**src/hdl/xbc_defines.vh**
```
// Purpose: Register offsets, field positions and reset values of the external bus controller.
// Assumes: APB byte addresses, one 32-bit word per register, config data in the low 16 bits.
// Notes: Included by the controller design file only.
`ifndef XBC_DEFINES_VH
`define XBC_DEFINES_VH

`define XBC_SYSTEM_CONFIG_REGISTER_OFF 8'h00
`define XBC_PSW_OFF 8'h04
`define XBC_DBC_OFF 8'h08
`define XBC_ASEL_BASE 8'h10
`define XBC_WBC_BASE 8'h20
`define XBC_XADDR_OFF 8'h30
`define XBC_XWDATA_OFF 8'h34
`define XBC_XCMD_OFF 8'h38
`define XBC_XSTAT_OFF 8'h3C
`define XBC_XRDATA_OFF 8'h40

`define XBC_SC_CHIP_SELECT_TIMING_CFG 0
`define XBC_SC_SPC_LSB 1
`define XBC_SC_EXTEN 3
`define XBC_SC_RESET 16'h0006

`define XBC_PSW_ARBEN 0
`define XBC_PSW_HLDADIR 1
`define XBC_PSW_RESET 2'h0

`define XBC_BC_MCYC_LSB 0
`define XBC_BC_TRI 4
`define XBC_BC_RWDLY 5
`define XBC_BC_MUX 6
`define XBC_BC_W16 7
`define XBC_BC_ALECTL 8
`define XBC_BC_ACT 9
`define XBC_BC_RDYEN 12
`define XBC_BC_READY_POLARITY 13
`define XBC_DBC_RESET 16'h039F
`define XBC_WBC_RESET 16'h0000
`define XBC_ASEL_RESET 16'h0000

`define XBC_SPC_64K 2'h0
`define XBC_SPC_256K 2'h1
`define XBC_SPC_1M 2'h2
`define XBC_SPC_16M 2'h3

`define XBC_CMD_GO 0
`define XBC_CMD_WR 1
`define XBC_ST_BUSY 0
`define XBC_ST_ERR 1
`define XBC_ST_HOLD 2
`define XBC_ST_WIN_LSB 4

`endif

```
**src/hdl/xbc_ext_bus_ctrl.v**
```verilog
// Purpose: External bus controller with APB registers, windows, chip selects and arbitration.
// Assumes: mclk 125 MHz; pins pass two flops; external read data stable two cycles before end.
// Notes: Software launches one external access at a time through the command register.
//
// The APB register port and the register offsets are this design's own decisions.
`timescale 1ns/1ps
`include "xbc_defines.vh"
module xbc_ext_bus_ctrl (
  input wire mclk,
  input wire resetn,
  input wire psel,
  input wire penable,
  input wire pwrite,
  input wire [7:0] paddr,
  input wire [31:0] pwdata,
  output reg [31:0] prdata,
  output reg pready,
  output reg pslverr,
  input wire [15:0] ad_in,
  output reg [15:0] ad_out,
  output reg ad_oe_lo,
  output reg ad_oe_hi,
  output reg [15:0] addr_out,
  output reg addr_oe,
  output reg [7:0] seg_addr_out,
  output reg [7:0] seg_oe,
  output reg ale,
  output reg rd_n,
  output reg wr_n,
  output reg strobe_oe,
  output wire [4:0] chip_select_n,
  output reg cs_oe,
  input wire ready_in,
  input wire hold_n_in,
  input wire hold_acknowledge_in,
  output reg hold_acknowledge_out,
  output reg hold_acknowledge_oe,
  output reg bus_request_out_n,
  output reg bus_request_out_oe
);
  localparam S_IDLE = 7'h01;
  localparam S_ALE = 7'h02;
  localparam S_DLY = 7'h04;
  localparam S_STRB = 7'h08;
  localparam S_TRI = 7'h10;
  localparam S_HOLD = 7'h20;
  localparam S_REQ = 7'h40;

  reg [15:0] system_config_register_q;
  reg [1:0] psw_q;
  reg [15:0] dbc_q;
  reg [15:0] asel_q [1:4];
  reg [15:0] wbc_q [1:4];
  reg [23:0] xaddr_q;
  reg [15:0] xwdata_q;
  reg [15:0] rdata_q;
  reg pend_q;
  reg cmd_wr_q;
  reg err_q;
  reg [6:0] state_q;
  reg [3:0] cnt_q;
  reg [15:0] cfg_q;
  reg [2:0] idx_q;
  reg [4:0] cs_pos_q;
  reg [4:0] cs_half_q;
  reg [31:0] rd_mux;
  reg addr_hit;
  reg [2:0] sel_idx;
  reg [15:0] sel_cfg;
  reg err_set;
  wire [15:0] din_s;
  wire ready_s;
  wire hold_n_s;
  wire hold_acknowledge_s;
  integer i;
  integer j;

  wire [1:0] spc = system_config_register_q[`XBC_SC_SPC_LSB+1:`XBC_SC_SPC_LSB];
  wire arb_en = psw_q[`XBC_PSW_ARBEN];
  wire slave = psw_q[`XBC_PSW_HLDADIR];
  wire ext_en = system_config_register_q[`XBC_SC_EXTEN];
  wire wr_en = psel & penable & pwrite & pready;
  // Hold is not busy: a command given while the bus is lent out waits for its return.
  wire busy = pend_q | ~(state_q[0] | state_q[5]);
  wire cmd_go = wr_en & (paddr == `XBC_XCMD_OFF) & pwdata[`XBC_CMD_GO];
  wire err_clr = wr_en & (paddr == `XBC_XSTAT_OFF) & pwdata[`XBC_ST_ERR];

  function [23:0] space_mask;
    input [1:0] code;
    begin
      case (code)
        `XBC_SPC_64K: space_mask = 24'h00FFFF;
        `XBC_SPC_256K: space_mask = 24'h03FFFF;
        `XBC_SPC_1M: space_mask = 24'h0FFFFF;
        default: space_mask = 24'hFFFFFF;
      endcase
    end
  endfunction

  function [7:0] seg_lines;
    input [1:0] code;
    begin
      case (code)
        `XBC_SPC_64K: seg_lines = 8'h00;
        `XBC_SPC_256K: seg_lines = 8'h03;
        `XBC_SPC_1M: seg_lines = 8'h0F;
        default: seg_lines = 8'hFF;
      endcase
    end
  endfunction

  // The size code doubles a 4 Kbyte window per step; low bits below the size are don't-care.
  function win_hit;
    input [23:0] a;
    input [15:0] sel;
    reg [11:0] m;
    begin
      m = 12'hFFF << sel[3:0];
      win_hit = (((a[23:12] ^ sel[15:4]) & m) == 12'h000);
    end
  endfunction

  wire [23:0] eff_addr = xaddr_q & space_mask(spc);

  xbc_sync #(
    .W(19)
  ) u_sync (
    .mclk(mclk),
    .resetn(resetn),
    .d({ready_in, hold_n_in, hold_acknowledge_in, ad_in}),
    .q({ready_s, hold_n_s, hold_acknowledge_s, din_s})
  );

  // Later windows in the loop overwrite earlier ones, so window four wins over all.
  always @*
  begin
    sel_idx = 3'h0;
    sel_cfg = dbc_q;
    for (i = 1; i < 5; i = i + 1)
    begin
      if (wbc_q[i][`XBC_BC_ACT] && win_hit(eff_addr, asel_q[i]))
      begin
        sel_idx = i[2:0];
        sel_cfg = wbc_q[i];
      end
    end
  end

  always @*
  begin
    rd_mux = 32'h00000000;
    addr_hit = 1'b1;
    case (paddr)
      `XBC_SYSTEM_CONFIG_REGISTER_OFF: rd_mux = {16'h0000, system_config_register_q};
      `XBC_PSW_OFF: rd_mux = {30'h00000000, psw_q};
      `XBC_DBC_OFF: rd_mux = {16'h0000, dbc_q};
      8'h10: rd_mux = {16'h0000, asel_q[1]};
      8'h14: rd_mux = {16'h0000, asel_q[2]};
      8'h18: rd_mux = {16'h0000, asel_q[3]};
      8'h1C: rd_mux = {16'h0000, asel_q[4]};
      8'h20: rd_mux = {16'h0000, wbc_q[1]};
      8'h24: rd_mux = {16'h0000, wbc_q[2]};
      8'h28: rd_mux = {16'h0000, wbc_q[3]};
      8'h2C: rd_mux = {16'h0000, wbc_q[4]};
      `XBC_XADDR_OFF: rd_mux = {8'h00, xaddr_q};
      `XBC_XWDATA_OFF: rd_mux = {16'h0000, xwdata_q};
      `XBC_XCMD_OFF: rd_mux = {30'h00000000, cmd_wr_q, pend_q};
      `XBC_XSTAT_OFF: rd_mux = {25'h0000000, idx_q, 1'b0, state_q[5], err_q, busy};
      `XBC_XRDATA_OFF: rd_mux = {16'h0000, rdata_q};
      default: addr_hit = 1'b0;
    endcase
  end

  // Default timing moves the chip selects on the falling edge in the middle of the cycle.
  always @(negedge mclk or negedge resetn)
  begin
    if (!resetn)
      cs_half_q <= 5'h1F;
    else
      cs_half_q <= cs_pos_q;
  end

  // A mux of two flops: the half-cycle variant cannot come from a rising-edge register alone.
  assign chip_select_n = system_config_register_q[`XBC_SC_CHIP_SELECT_TIMING_CFG] ? cs_pos_q : cs_half_q;

  task own_bus;
    input v;
    begin
      addr_oe <= v;
      strobe_oe <= v;
      cs_oe <= v;
      seg_oe <= v ? seg_lines(spc) : 8'h00;
    end
  endtask

  task start_cycle;
    begin
      cfg_q <= sel_cfg;
      idx_q <= sel_idx;
      addr_out <= eff_addr[15:0];
      seg_addr_out <= eff_addr[23:16];
      ale <= 1'b1;
      cs_pos_q <= ~(5'h01 << sel_idx);
      ad_out <= eff_addr[15:0];
      ad_oe_lo <= sel_cfg[`XBC_BC_MUX];
      ad_oe_hi <= sel_cfg[`XBC_BC_MUX];
      cnt_q <= {3'h0, sel_cfg[`XBC_BC_ALECTL]};
      own_bus(1'b1);
      state_q <= S_ALE;
    end
  endtask

  task start_strobe;
    begin
      rd_n <= cmd_wr_q;
      wr_n <= ~cmd_wr_q;
      ad_out <= xwdata_q;
      ad_oe_lo <= cmd_wr_q;
      ad_oe_hi <= cmd_wr_q & cfg_q[`XBC_BC_W16];
      cnt_q <= cfg_q[`XBC_BC_MCYC_LSB+3:`XBC_BC_MCYC_LSB];
      state_q <= S_STRB;
    end
  endtask

  task finish;
    begin
      state_q <= S_IDLE;
      if (arb_en & slave)
      begin
        bus_request_out_n <= 1'b1;
        own_bus(1'b0);
      end
    end
  endtask

  always @*
  begin
    err_set = 1'b0;
    if (state_q[0] && pend_q && !(arb_en && !slave && !hold_n_s))
      err_set = !ext_en || !sel_cfg[`XBC_BC_ACT];
  end

  always @(posedge mclk or negedge resetn)
  begin
    if (!resetn)
    begin
      pready <= 1'b0;
      prdata <= 32'h00000000;
      pslverr <= 1'b0;
      system_config_register_q <= `XBC_SC_RESET;
      psw_q <= `XBC_PSW_RESET;
      dbc_q <= `XBC_DBC_RESET;
      for (j = 1; j < 5; j = j + 1)
      begin
        asel_q[j] <= `XBC_ASEL_RESET;
        wbc_q[j] <= `XBC_WBC_RESET;
      end
      xaddr_q <= 24'h000000;
      xwdata_q <= 16'h0000;
      rdata_q <= 16'h0000;
      pend_q <= 1'b0;
      cmd_wr_q <= 1'b0;
      err_q <= 1'b0;
      state_q <= S_IDLE;
      cnt_q <= 4'h0;
      cfg_q <= 16'h0000;
      idx_q <= 3'h0;
      cs_pos_q <= 5'h1F;
      ad_out <= 16'h0000;
      ad_oe_lo <= 1'b0;
      ad_oe_hi <= 1'b0;
      addr_out <= 16'h0000;
      addr_oe <= 1'b1;
      seg_addr_out <= 8'h00;
      seg_oe <= 8'hFF;
      ale <= 1'b0;
      rd_n <= 1'b1;
      wr_n <= 1'b1;
      strobe_oe <= 1'b1;
      cs_oe <= 1'b1;
      hold_acknowledge_out <= 1'b1;
      hold_acknowledge_oe <= 1'b0;
      bus_request_out_n <= 1'b1;
      bus_request_out_oe <= 1'b0;
    end
    else
    begin
      pready <= psel & ~penable & ~pready;
      if (psel & ~penable)
      begin
        prdata <= rd_mux;
        pslverr <= ~addr_hit;
      end
      if (wr_en)
      begin
        case (paddr)
          `XBC_SYSTEM_CONFIG_REGISTER_OFF: system_config_register_q <= {12'h000, pwdata[3:0]};
          `XBC_PSW_OFF: psw_q <= pwdata[1:0];
          `XBC_DBC_OFF: dbc_q <= pwdata[15:0];
          8'h10: asel_q[1] <= pwdata[15:0];
          8'h14: asel_q[2] <= pwdata[15:0];
          8'h18: asel_q[3] <= pwdata[15:0];
          8'h1C: asel_q[4] <= pwdata[15:0];
          8'h20: wbc_q[1] <= pwdata[15:0];
          8'h24: wbc_q[2] <= pwdata[15:0];
          8'h28: wbc_q[3] <= pwdata[15:0];
          8'h2C: wbc_q[4] <= pwdata[15:0];
          `XBC_XADDR_OFF: xaddr_q <= pwdata[23:0];
          `XBC_XWDATA_OFF: xwdata_q <= pwdata[15:0];
          default: ;
        endcase
      end
      // A new command while one is in flight is dropped rather than queued.
      if (cmd_go && !busy)
      begin
        pend_q <= 1'b1;
        cmd_wr_q <= pwdata[`XBC_CMD_WR];
      end
      err_q <= err_set | (err_q & ~err_clr);
      // Arbitration pins stay passive until arbitration is enabled.
      hold_acknowledge_oe <= arb_en & ~slave;
      bus_request_out_oe <= arb_en;
      case (state_q)
        S_IDLE:
        begin
          if (arb_en && !slave && !hold_n_s)
          begin
            own_bus(1'b0);
            ad_oe_lo <= 1'b0;
            ad_oe_hi <= 1'b0;
            hold_acknowledge_out <= 1'b0;
            state_q <= S_HOLD;
          end
          else if (pend_q)
          begin
            if (err_set)
              pend_q <= 1'b0;
            else if (arb_en && slave)
            begin
              bus_request_out_n <= 1'b0;
              state_q <= S_REQ;
            end
            else
              start_cycle;
          end
          else
            own_bus(~(arb_en & slave));
        end
        S_HOLD:
        begin
          bus_request_out_n <= ~pend_q;
          if (hold_n_s)
          begin
            hold_acknowledge_out <= 1'b1;
            bus_request_out_n <= 1'b1;
            state_q <= S_IDLE;
          end
        end
        S_REQ:
        begin
          if (!hold_acknowledge_s)
            start_cycle;
        end
        S_ALE:
        begin
          if (cnt_q == 4'h0)
          begin
            ale <= 1'b0;
            ad_oe_lo <= 1'b0;
            ad_oe_hi <= 1'b0;
            if (cfg_q[`XBC_BC_RWDLY])
              state_q <= S_DLY;
            else
              start_strobe;
          end
          else
            cnt_q <= cnt_q - 4'h1;
        end
        S_DLY:
          start_strobe;
        S_STRB:
        begin
          if (cnt_q != 4'h0)
            cnt_q <= cnt_q - 4'h1;
          else if (!cfg_q[`XBC_BC_RDYEN] || (ready_s == cfg_q[`XBC_BC_READY_POLARITY]))
          begin
            rd_n <= 1'b1;
            wr_n <= 1'b1;
            ad_oe_lo <= 1'b0;
            ad_oe_hi <= 1'b0;
            cs_pos_q <= 5'h1F;
            pend_q <= 1'b0;
            if (!cmd_wr_q)
              rdata_q <= cfg_q[`XBC_BC_W16] ? din_s : {8'h00, din_s[7:0]};
            if (cfg_q[`XBC_BC_TRI])
              state_q <= S_TRI;
            else
              finish;
          end
        end
        S_TRI:
          finish;
        default:
          state_q <= S_IDLE;
      endcase
    end
  end
endmodule

```
**src/hdl/xbc_sync.v**
```verilog
// Purpose: Two-flop synchroniser for pin inputs.
// Assumes: Inputs are asynchronous to mclk.
// Notes: The first stage is read only by the second.
`timescale 1ns/1ps
module xbc_sync #(
  parameter W = 1
) (
  input wire mclk,
  input wire resetn,
  input wire [W-1:0] d,
  output reg [W-1:0] q
);
  reg [W-1:0] meta_q;

  always @(posedge mclk or negedge resetn)
  begin
    if (!resetn)
    begin
      meta_q <= {W{1'b0}};
      q <= {W{1'b0}};
    end
    else
    begin
      meta_q <= d;
      q <= meta_q;
    end
  end
endmodule

```
**config.mk**
```make
export PLATFORM = sky130hd
export DESIGN_NAME = xbc_ext_bus_ctrl
export DESIGN_NICKNAME = d
export VERILOG_FILES = /design/src/hdl/xbc_ext_bus_ctrl.v /design/src/hdl/xbc_sync.v
export VERILOG_INCLUDE_DIRS = /design/src /design/src/hdl
export SDC_FILE = /design/constraint.sdc
export NUM_CORES = 1
export LEC_CHECK = 0
export ABC_AREA = 1
export CORE_MARGIN = 3
export CORE_UTILIZATION = 55
export CTS_BUF_LIST = sky130_fd_sc_hd__clkbuf_8
export DETAILED_ROUTE_END_ITERATION = 10
export DONT_BUFFER_PORTS = 1
export GPL_TIMING_DRIVEN = 0
export PLACE_DENSITY = 0.7
export SYNTH_ARGS = -nofsm -noshare
export SYNTH_HDL_FRONTEND = slang
export SYNTH_SLANG_ARGS = --single-unit
```
**constraint.sdc**
```tcl
create_clock -name mclk -period 4 [get_ports mclk]
set_clock_uncertainty 0.2 [all_clocks]
set_input_delay 1.2 -clock mclk [delete_from_list [all_inputs] [get_ports mclk]]
set_output_delay 1.2 -clock mclk [all_outputs]
set_load 0.005 [all_outputs]
```
# [Word level (Yosys, flattened, before mapping)]
# Cells that the tools add are included.
[word_totals] regBits=379 inputBits=64 out_inout_bits=99
[op_classes] add_sub_neg=1 eq_ne=45 n_shift=5 mux=147 bitwise=36 n_reduce_logical=62
[op_table] cell="24-bit one-hot mux with 16 select lines" n=1
[op_table] cell="16-bit two-way mux" n=8
[op_table] cell="14-bit two-way mux" n=9
[op_table] cell="8-bit two-way mux" n=15
[op_table] cell="24-bit one-hot mux with 3 select lines" n=1
[op_table] cell="8-bit by 6-bit == test with 1-bit output (second input constant)" n=8
[op_table] cell="16-bit one-hot mux with 4 select lines" n=1
[op_table] cell="7-bit two-way mux" n=9
[op_table] cell="1-bit two-way mux" n=57
[op_table] cell="12-bit AND" n=4
[op_table] cell="12-bit logical NOT" n=4
[op_table] cell="12-bit by 4-bit << shifter with 12-bit output (first input constant)" n=4
[op_table] cell="12-bit XOR" n=4
[op_table] cell="5-bit two-way mux" n=9
[op_table] cell="7-bit one-hot mux with 6 select lines" n=1
[op_table] cell="8-bit AND reduction" n=5
[op_table] cell="4-bit two-way mux" n=9
[op_table] cell="8-bit by 5-bit == test with 1-bit output (second input constant)" n=4
[op_table] cell="16-bit one-hot mux with 2 select lines" n=1
[op_table] cell="8-bit one-hot mux with 4 select lines" n=1
[op_table] cell="14-bit one-hot mux with 2 select lines" n=1
[op_table] cell="2-bit inequality test (second input constant)" n=13
[op_table] cell="2-bit AND reduction" n=13
[op_table] cell="24-bit AND" n=1
[op_table] cell="48 further kinds" n=113

# [Longest topological paths before layout]
[depth] ltp_word=18 mapped_depth=20 ltp_nobuf=19

# [By module]
# From an unflattened synthesis, not the netlist that was laid out.
[hier_totals] cells_unflattened=2076 hier_area_um2=16897.5
[by_module_without_submodules] mod="xbc_ext_bus_ctrl" instances=1 cells_per_inst=2038 area_per_inst_um2=15946.5 seq_area_each_um2=8069.0
[by_module_without_submodules] mod="xbc_sync" instances=1 cells_per_inst=38 area_per_inst_um2=950.9 seq_area_each_um2=950.9

==> results.cfg <==
[status]
status = finished with violations
failed_checks = negative setup slack

[synthesis]
synth_top_area_share_pct = 48.3
synthDistinctLibCells = 51
synthFlopType = dfrtp_1
ys_ff_latch = 359
ys_top_cells_by_area = dfrtp_1 48%, nand2_1 16%, o21ai_0 8.1%
synth_commonest_cells = 749 x nand2_1, 330 x dfrtp_1, 276 x o21ai_0, 190 x inv_1, 95 x nor2_1
yosysMostFrequentCell = nand2_1
ys_seq_area_share_pct = 52.8
netlist_area_mm2 = 0.0171
synth_enable_flop_cells = 0
yosysTopAreaCell = dfrtp_1
synth_area_per_cell_um2 = 8.08
async_flop_share_pct = 100
synthCells = 2114
yosys_warnings = 0

[detailed_routing]
drtAntennaViolNets = 0
first_iter_violations = 2177
post_drt_wl_per_cell_um = 24.7
post-route-drc-count = 0
via_per_inst = 6.06
vias = 15900
drt_pass1_iterations = 8
totalWireLength_um = 64900

[finish]
fin_util_pct = 62.4
num-nets-final = 2250
n_fill_cell = 2702
drive_gt1_share_pct = 9.32
n_antenna_cell = 0
design_area_mm2 = 0.0188
synthToLayoutAreaGrowth_pct = 10.1

[grt]
grt_use_total_pct = 38.6
antenna_found_initial = 1
grt_pass1_vias = 14800
grt_max_degree = 360
grt_pass1_wl_um = 95600
overflow = 0

[clock_tree]
root_buffer = clkbuf_8
cts.clk_slew.worst_paths_ps = 70
clk_path_buf_depth = 3
cts_inserted_buffers = 58
clkLatencyLatePin_ps = 630
cts_setup_buffers = 0
cts_tree = built
clock-sinks = 359
htree_levels = 2

[pwr]
p_per_area_mw_per_mm2 = 458
power.clock.fraction_pct = 37.4
internal-power_mw = 5.93
p_switching_mw = 2.68
p_total_mw = 8.61
combPwrFrac_pct = 17.1
seq_power_share_pct = 45.5
irDropWorstVdd_uv = 522
power.static_leakage_nw = 9.35
switching_share_pct = 31.1

[placed_design]
dpl_worst_slack_ps = -378
port_buffers = 0
dp_hpwl_um = 47900
gp_congestion = 1.06
dpl_cell_area_mm2 = 0.0176

[worst_setup_path]
criticalPathCategory = flip-flop to primary output
reg2regPathDepth = 19
crit_buf_inv = 0
crit_family = flip-flops
cpMostUsedCell = nand2_2
end_kind = primary output
worstSetupPathDepth = 2
slowest_stage = dfstp_2
critPathRequiredTime_ps = 2600
critPathArrivalTime_ps = 3250
max_stage_delay_ps = 510
r2r_end = cfg_q[7]$_DFFE_PN0P_
startpoint_type = flip-flop
r2r_slack_ps = 410
worstPathMaxFanout = 1
crit_chain = nand2_2 > nand2_2
r2r-start = system_config_register_q[2]$_DFFE_PN1P_

[timing]
maxSlewHeadroom_pct = 22.5
finalHoldViolCount = 0
drv_slew = 0
finalSetupViolCount = 5
worst_slew_pin_slew_ps = 1160
rsz0062_at_grt = yes
fin_ws_ps = -649

[die]
die_height_um = 182
io_pins = 163
initial_utilization_pct = 56.7
core_mm2 = 0.0301
rows = 63
die_x_um = 182
die-area_mm2 = 0.0332

[flow_run]
max_cap_viol_count = 0

[min_path]
hp-class = primary input to asynchronous set/reset pin
## flip-flops by register name, summed over array words and instances, names as in the netlist, 2 cells and up
register	count
u_sync.meta_q	19
prdata	24
seg_addr_out	8
state_q	7
system_config_register_q	4
rdata_q	16
psw_q	2
xaddr_q	24
idx_q	3
wbc_q	64
cs_half_q	5
cs_pos_q	5
win_hit.sel	16
asel_q	48
dbc_q	16
u_sync.q	19
cfg_q	9
addr_out	16
seg_oe	3
xwdata_q	16
ad_out	16
cnt_q	4
## worst register-to-register path: stages (launching register included)
cell,delay [ps]
dfstp_2,510
buf_2,210
nor2_2,70
nor2_1,450
nand2_1,100
nand2_1,90
nand2_1,50
nand3_1,140
nor2_1,90
nand2_2,180
nand2_1,170
inv_2,120
nand2_1,150
nand2_2,170
nand3_4,170
nand4_2,140
buf_6,180
buf_6,190
nand2_1,70
nand2_1,80
## power by group through the flow
stage	registers (mW)	clock network, mW	logic, mW
2_1_floorplan	3.95	0.00932	1.02
3_3_place_gp	3.98	0.00932	1.40
3_5_place_dp	3.98	0.00932	1.44
4_1_cts	3.92	3.23	1.45
5_1_grt	3.93	3.41	1.61
6_report	3.92	3.22	1.47
## repair_timing
| action | in CTS | in global routing |
|---|---|---|
| setup endpoints to repair | 5 | 5 |
| gates resized for setup | 3 | 3 |
| hold buffers | 0 | 0 |
| pin swaps | 0 | 1 |
## per-stage QoR
stage | cells | setup TNS, ps | hold slack [ps]
after CTS | 2621 | -3280 | 68.3
after detailed placement | 2511 | -4380 | 136
after global placement | 2511 | -3810 | 133
after floorplan | 2121 | 0 | 131
final | 2621 | -3220 | 73.4
after global routing | 2621 | -3460 | 63.6
## layout make-up
class / instances / area (um2) / share of cell area [%]
plain buffers: 117 / 574 / 3.05
well taps: 390 / 488 / 2.60
clock inverters: 40 / 216 / 1.15
multi-input cells: 1447 / 6790 / 36.1
flip-flops and latches: 359 / 9020 / 48.0
clock buffers: 71 / 977 / 5.20
inverters: 197 / 739 / 3.93
## worst max-delay path by stage
stage / startpoint / end
final: cs_half_q[4]$_DFF_NN1_ / chip_select_n[4]
after CTS: cs_half_q[4]$_DFF_NN1_ / chip_select_n[4]
after global routing: cs_half_q[4]$_DFF_NN1_ / chip_select_n[4]
after detailed placement: paddr[1] / prdata[8]$_DFFE_PN0P_
after floorplan: cs_half_q[0]$_DFF_NN1_ / chip_select_n[0]
after global placement: paddr[1] / prdata[8]$_DFFE_PN0P_
## per-layer routing
layer  wire length (um)  global-route usage [%]  vias to the layer above
met2              27600                    56.2                     1071
li1                   -                       -                     7011
met3               7590                    8.57                      158
met4               2850                    14.9                        0
met5                  0                       0                        -
met1              26800                    56.7                     7643
## cell usage in the layout, fill, tap and decap left out, drive strengths merged, types with 3 or more instances in the layout
cell,synthesis,final
dfstp,29,29
clkbuf,78,149
buf,39,39
nand2,758,758
conb,1,8
nor3,7,7
inv,196,220
o2111ai,3,3
clkinv,2,10
xnor2,7,7
a31oi,6,6
nor4,7,7
dfrtp,330,330
a22oi,5,5
or2,8,8
mux2,10,10
clkinvlp,0,6
a21o,4,4
o22ai,14,14
nand3,71,71
a22o,3,3
a221oi,39,39
a211oi,5,5
nand4,47,47
o211ai,7,7
o21ai,278,278
xor2,8,8
a21oi,36,36
nor2,104,104
## cell families (layout without fill, tap and decap cells)
group / after synthesis / in the layout / synth area share [%]
simple gates: 1005 / 1005 / 24.4
compound gates: 408 / 408 / 13.5
flops: 359 / 359 / 52.8
buf+inv: 315 / 425 / 7.71
xor+xnor: 15 / 15 / 0.769
mux: 10 / 10 / 0.659
fa+ha+maj: 1 / 1 / 0.0732
other cells: 1 / 8 / 0.0220
(Power assumes the default switching activity.)
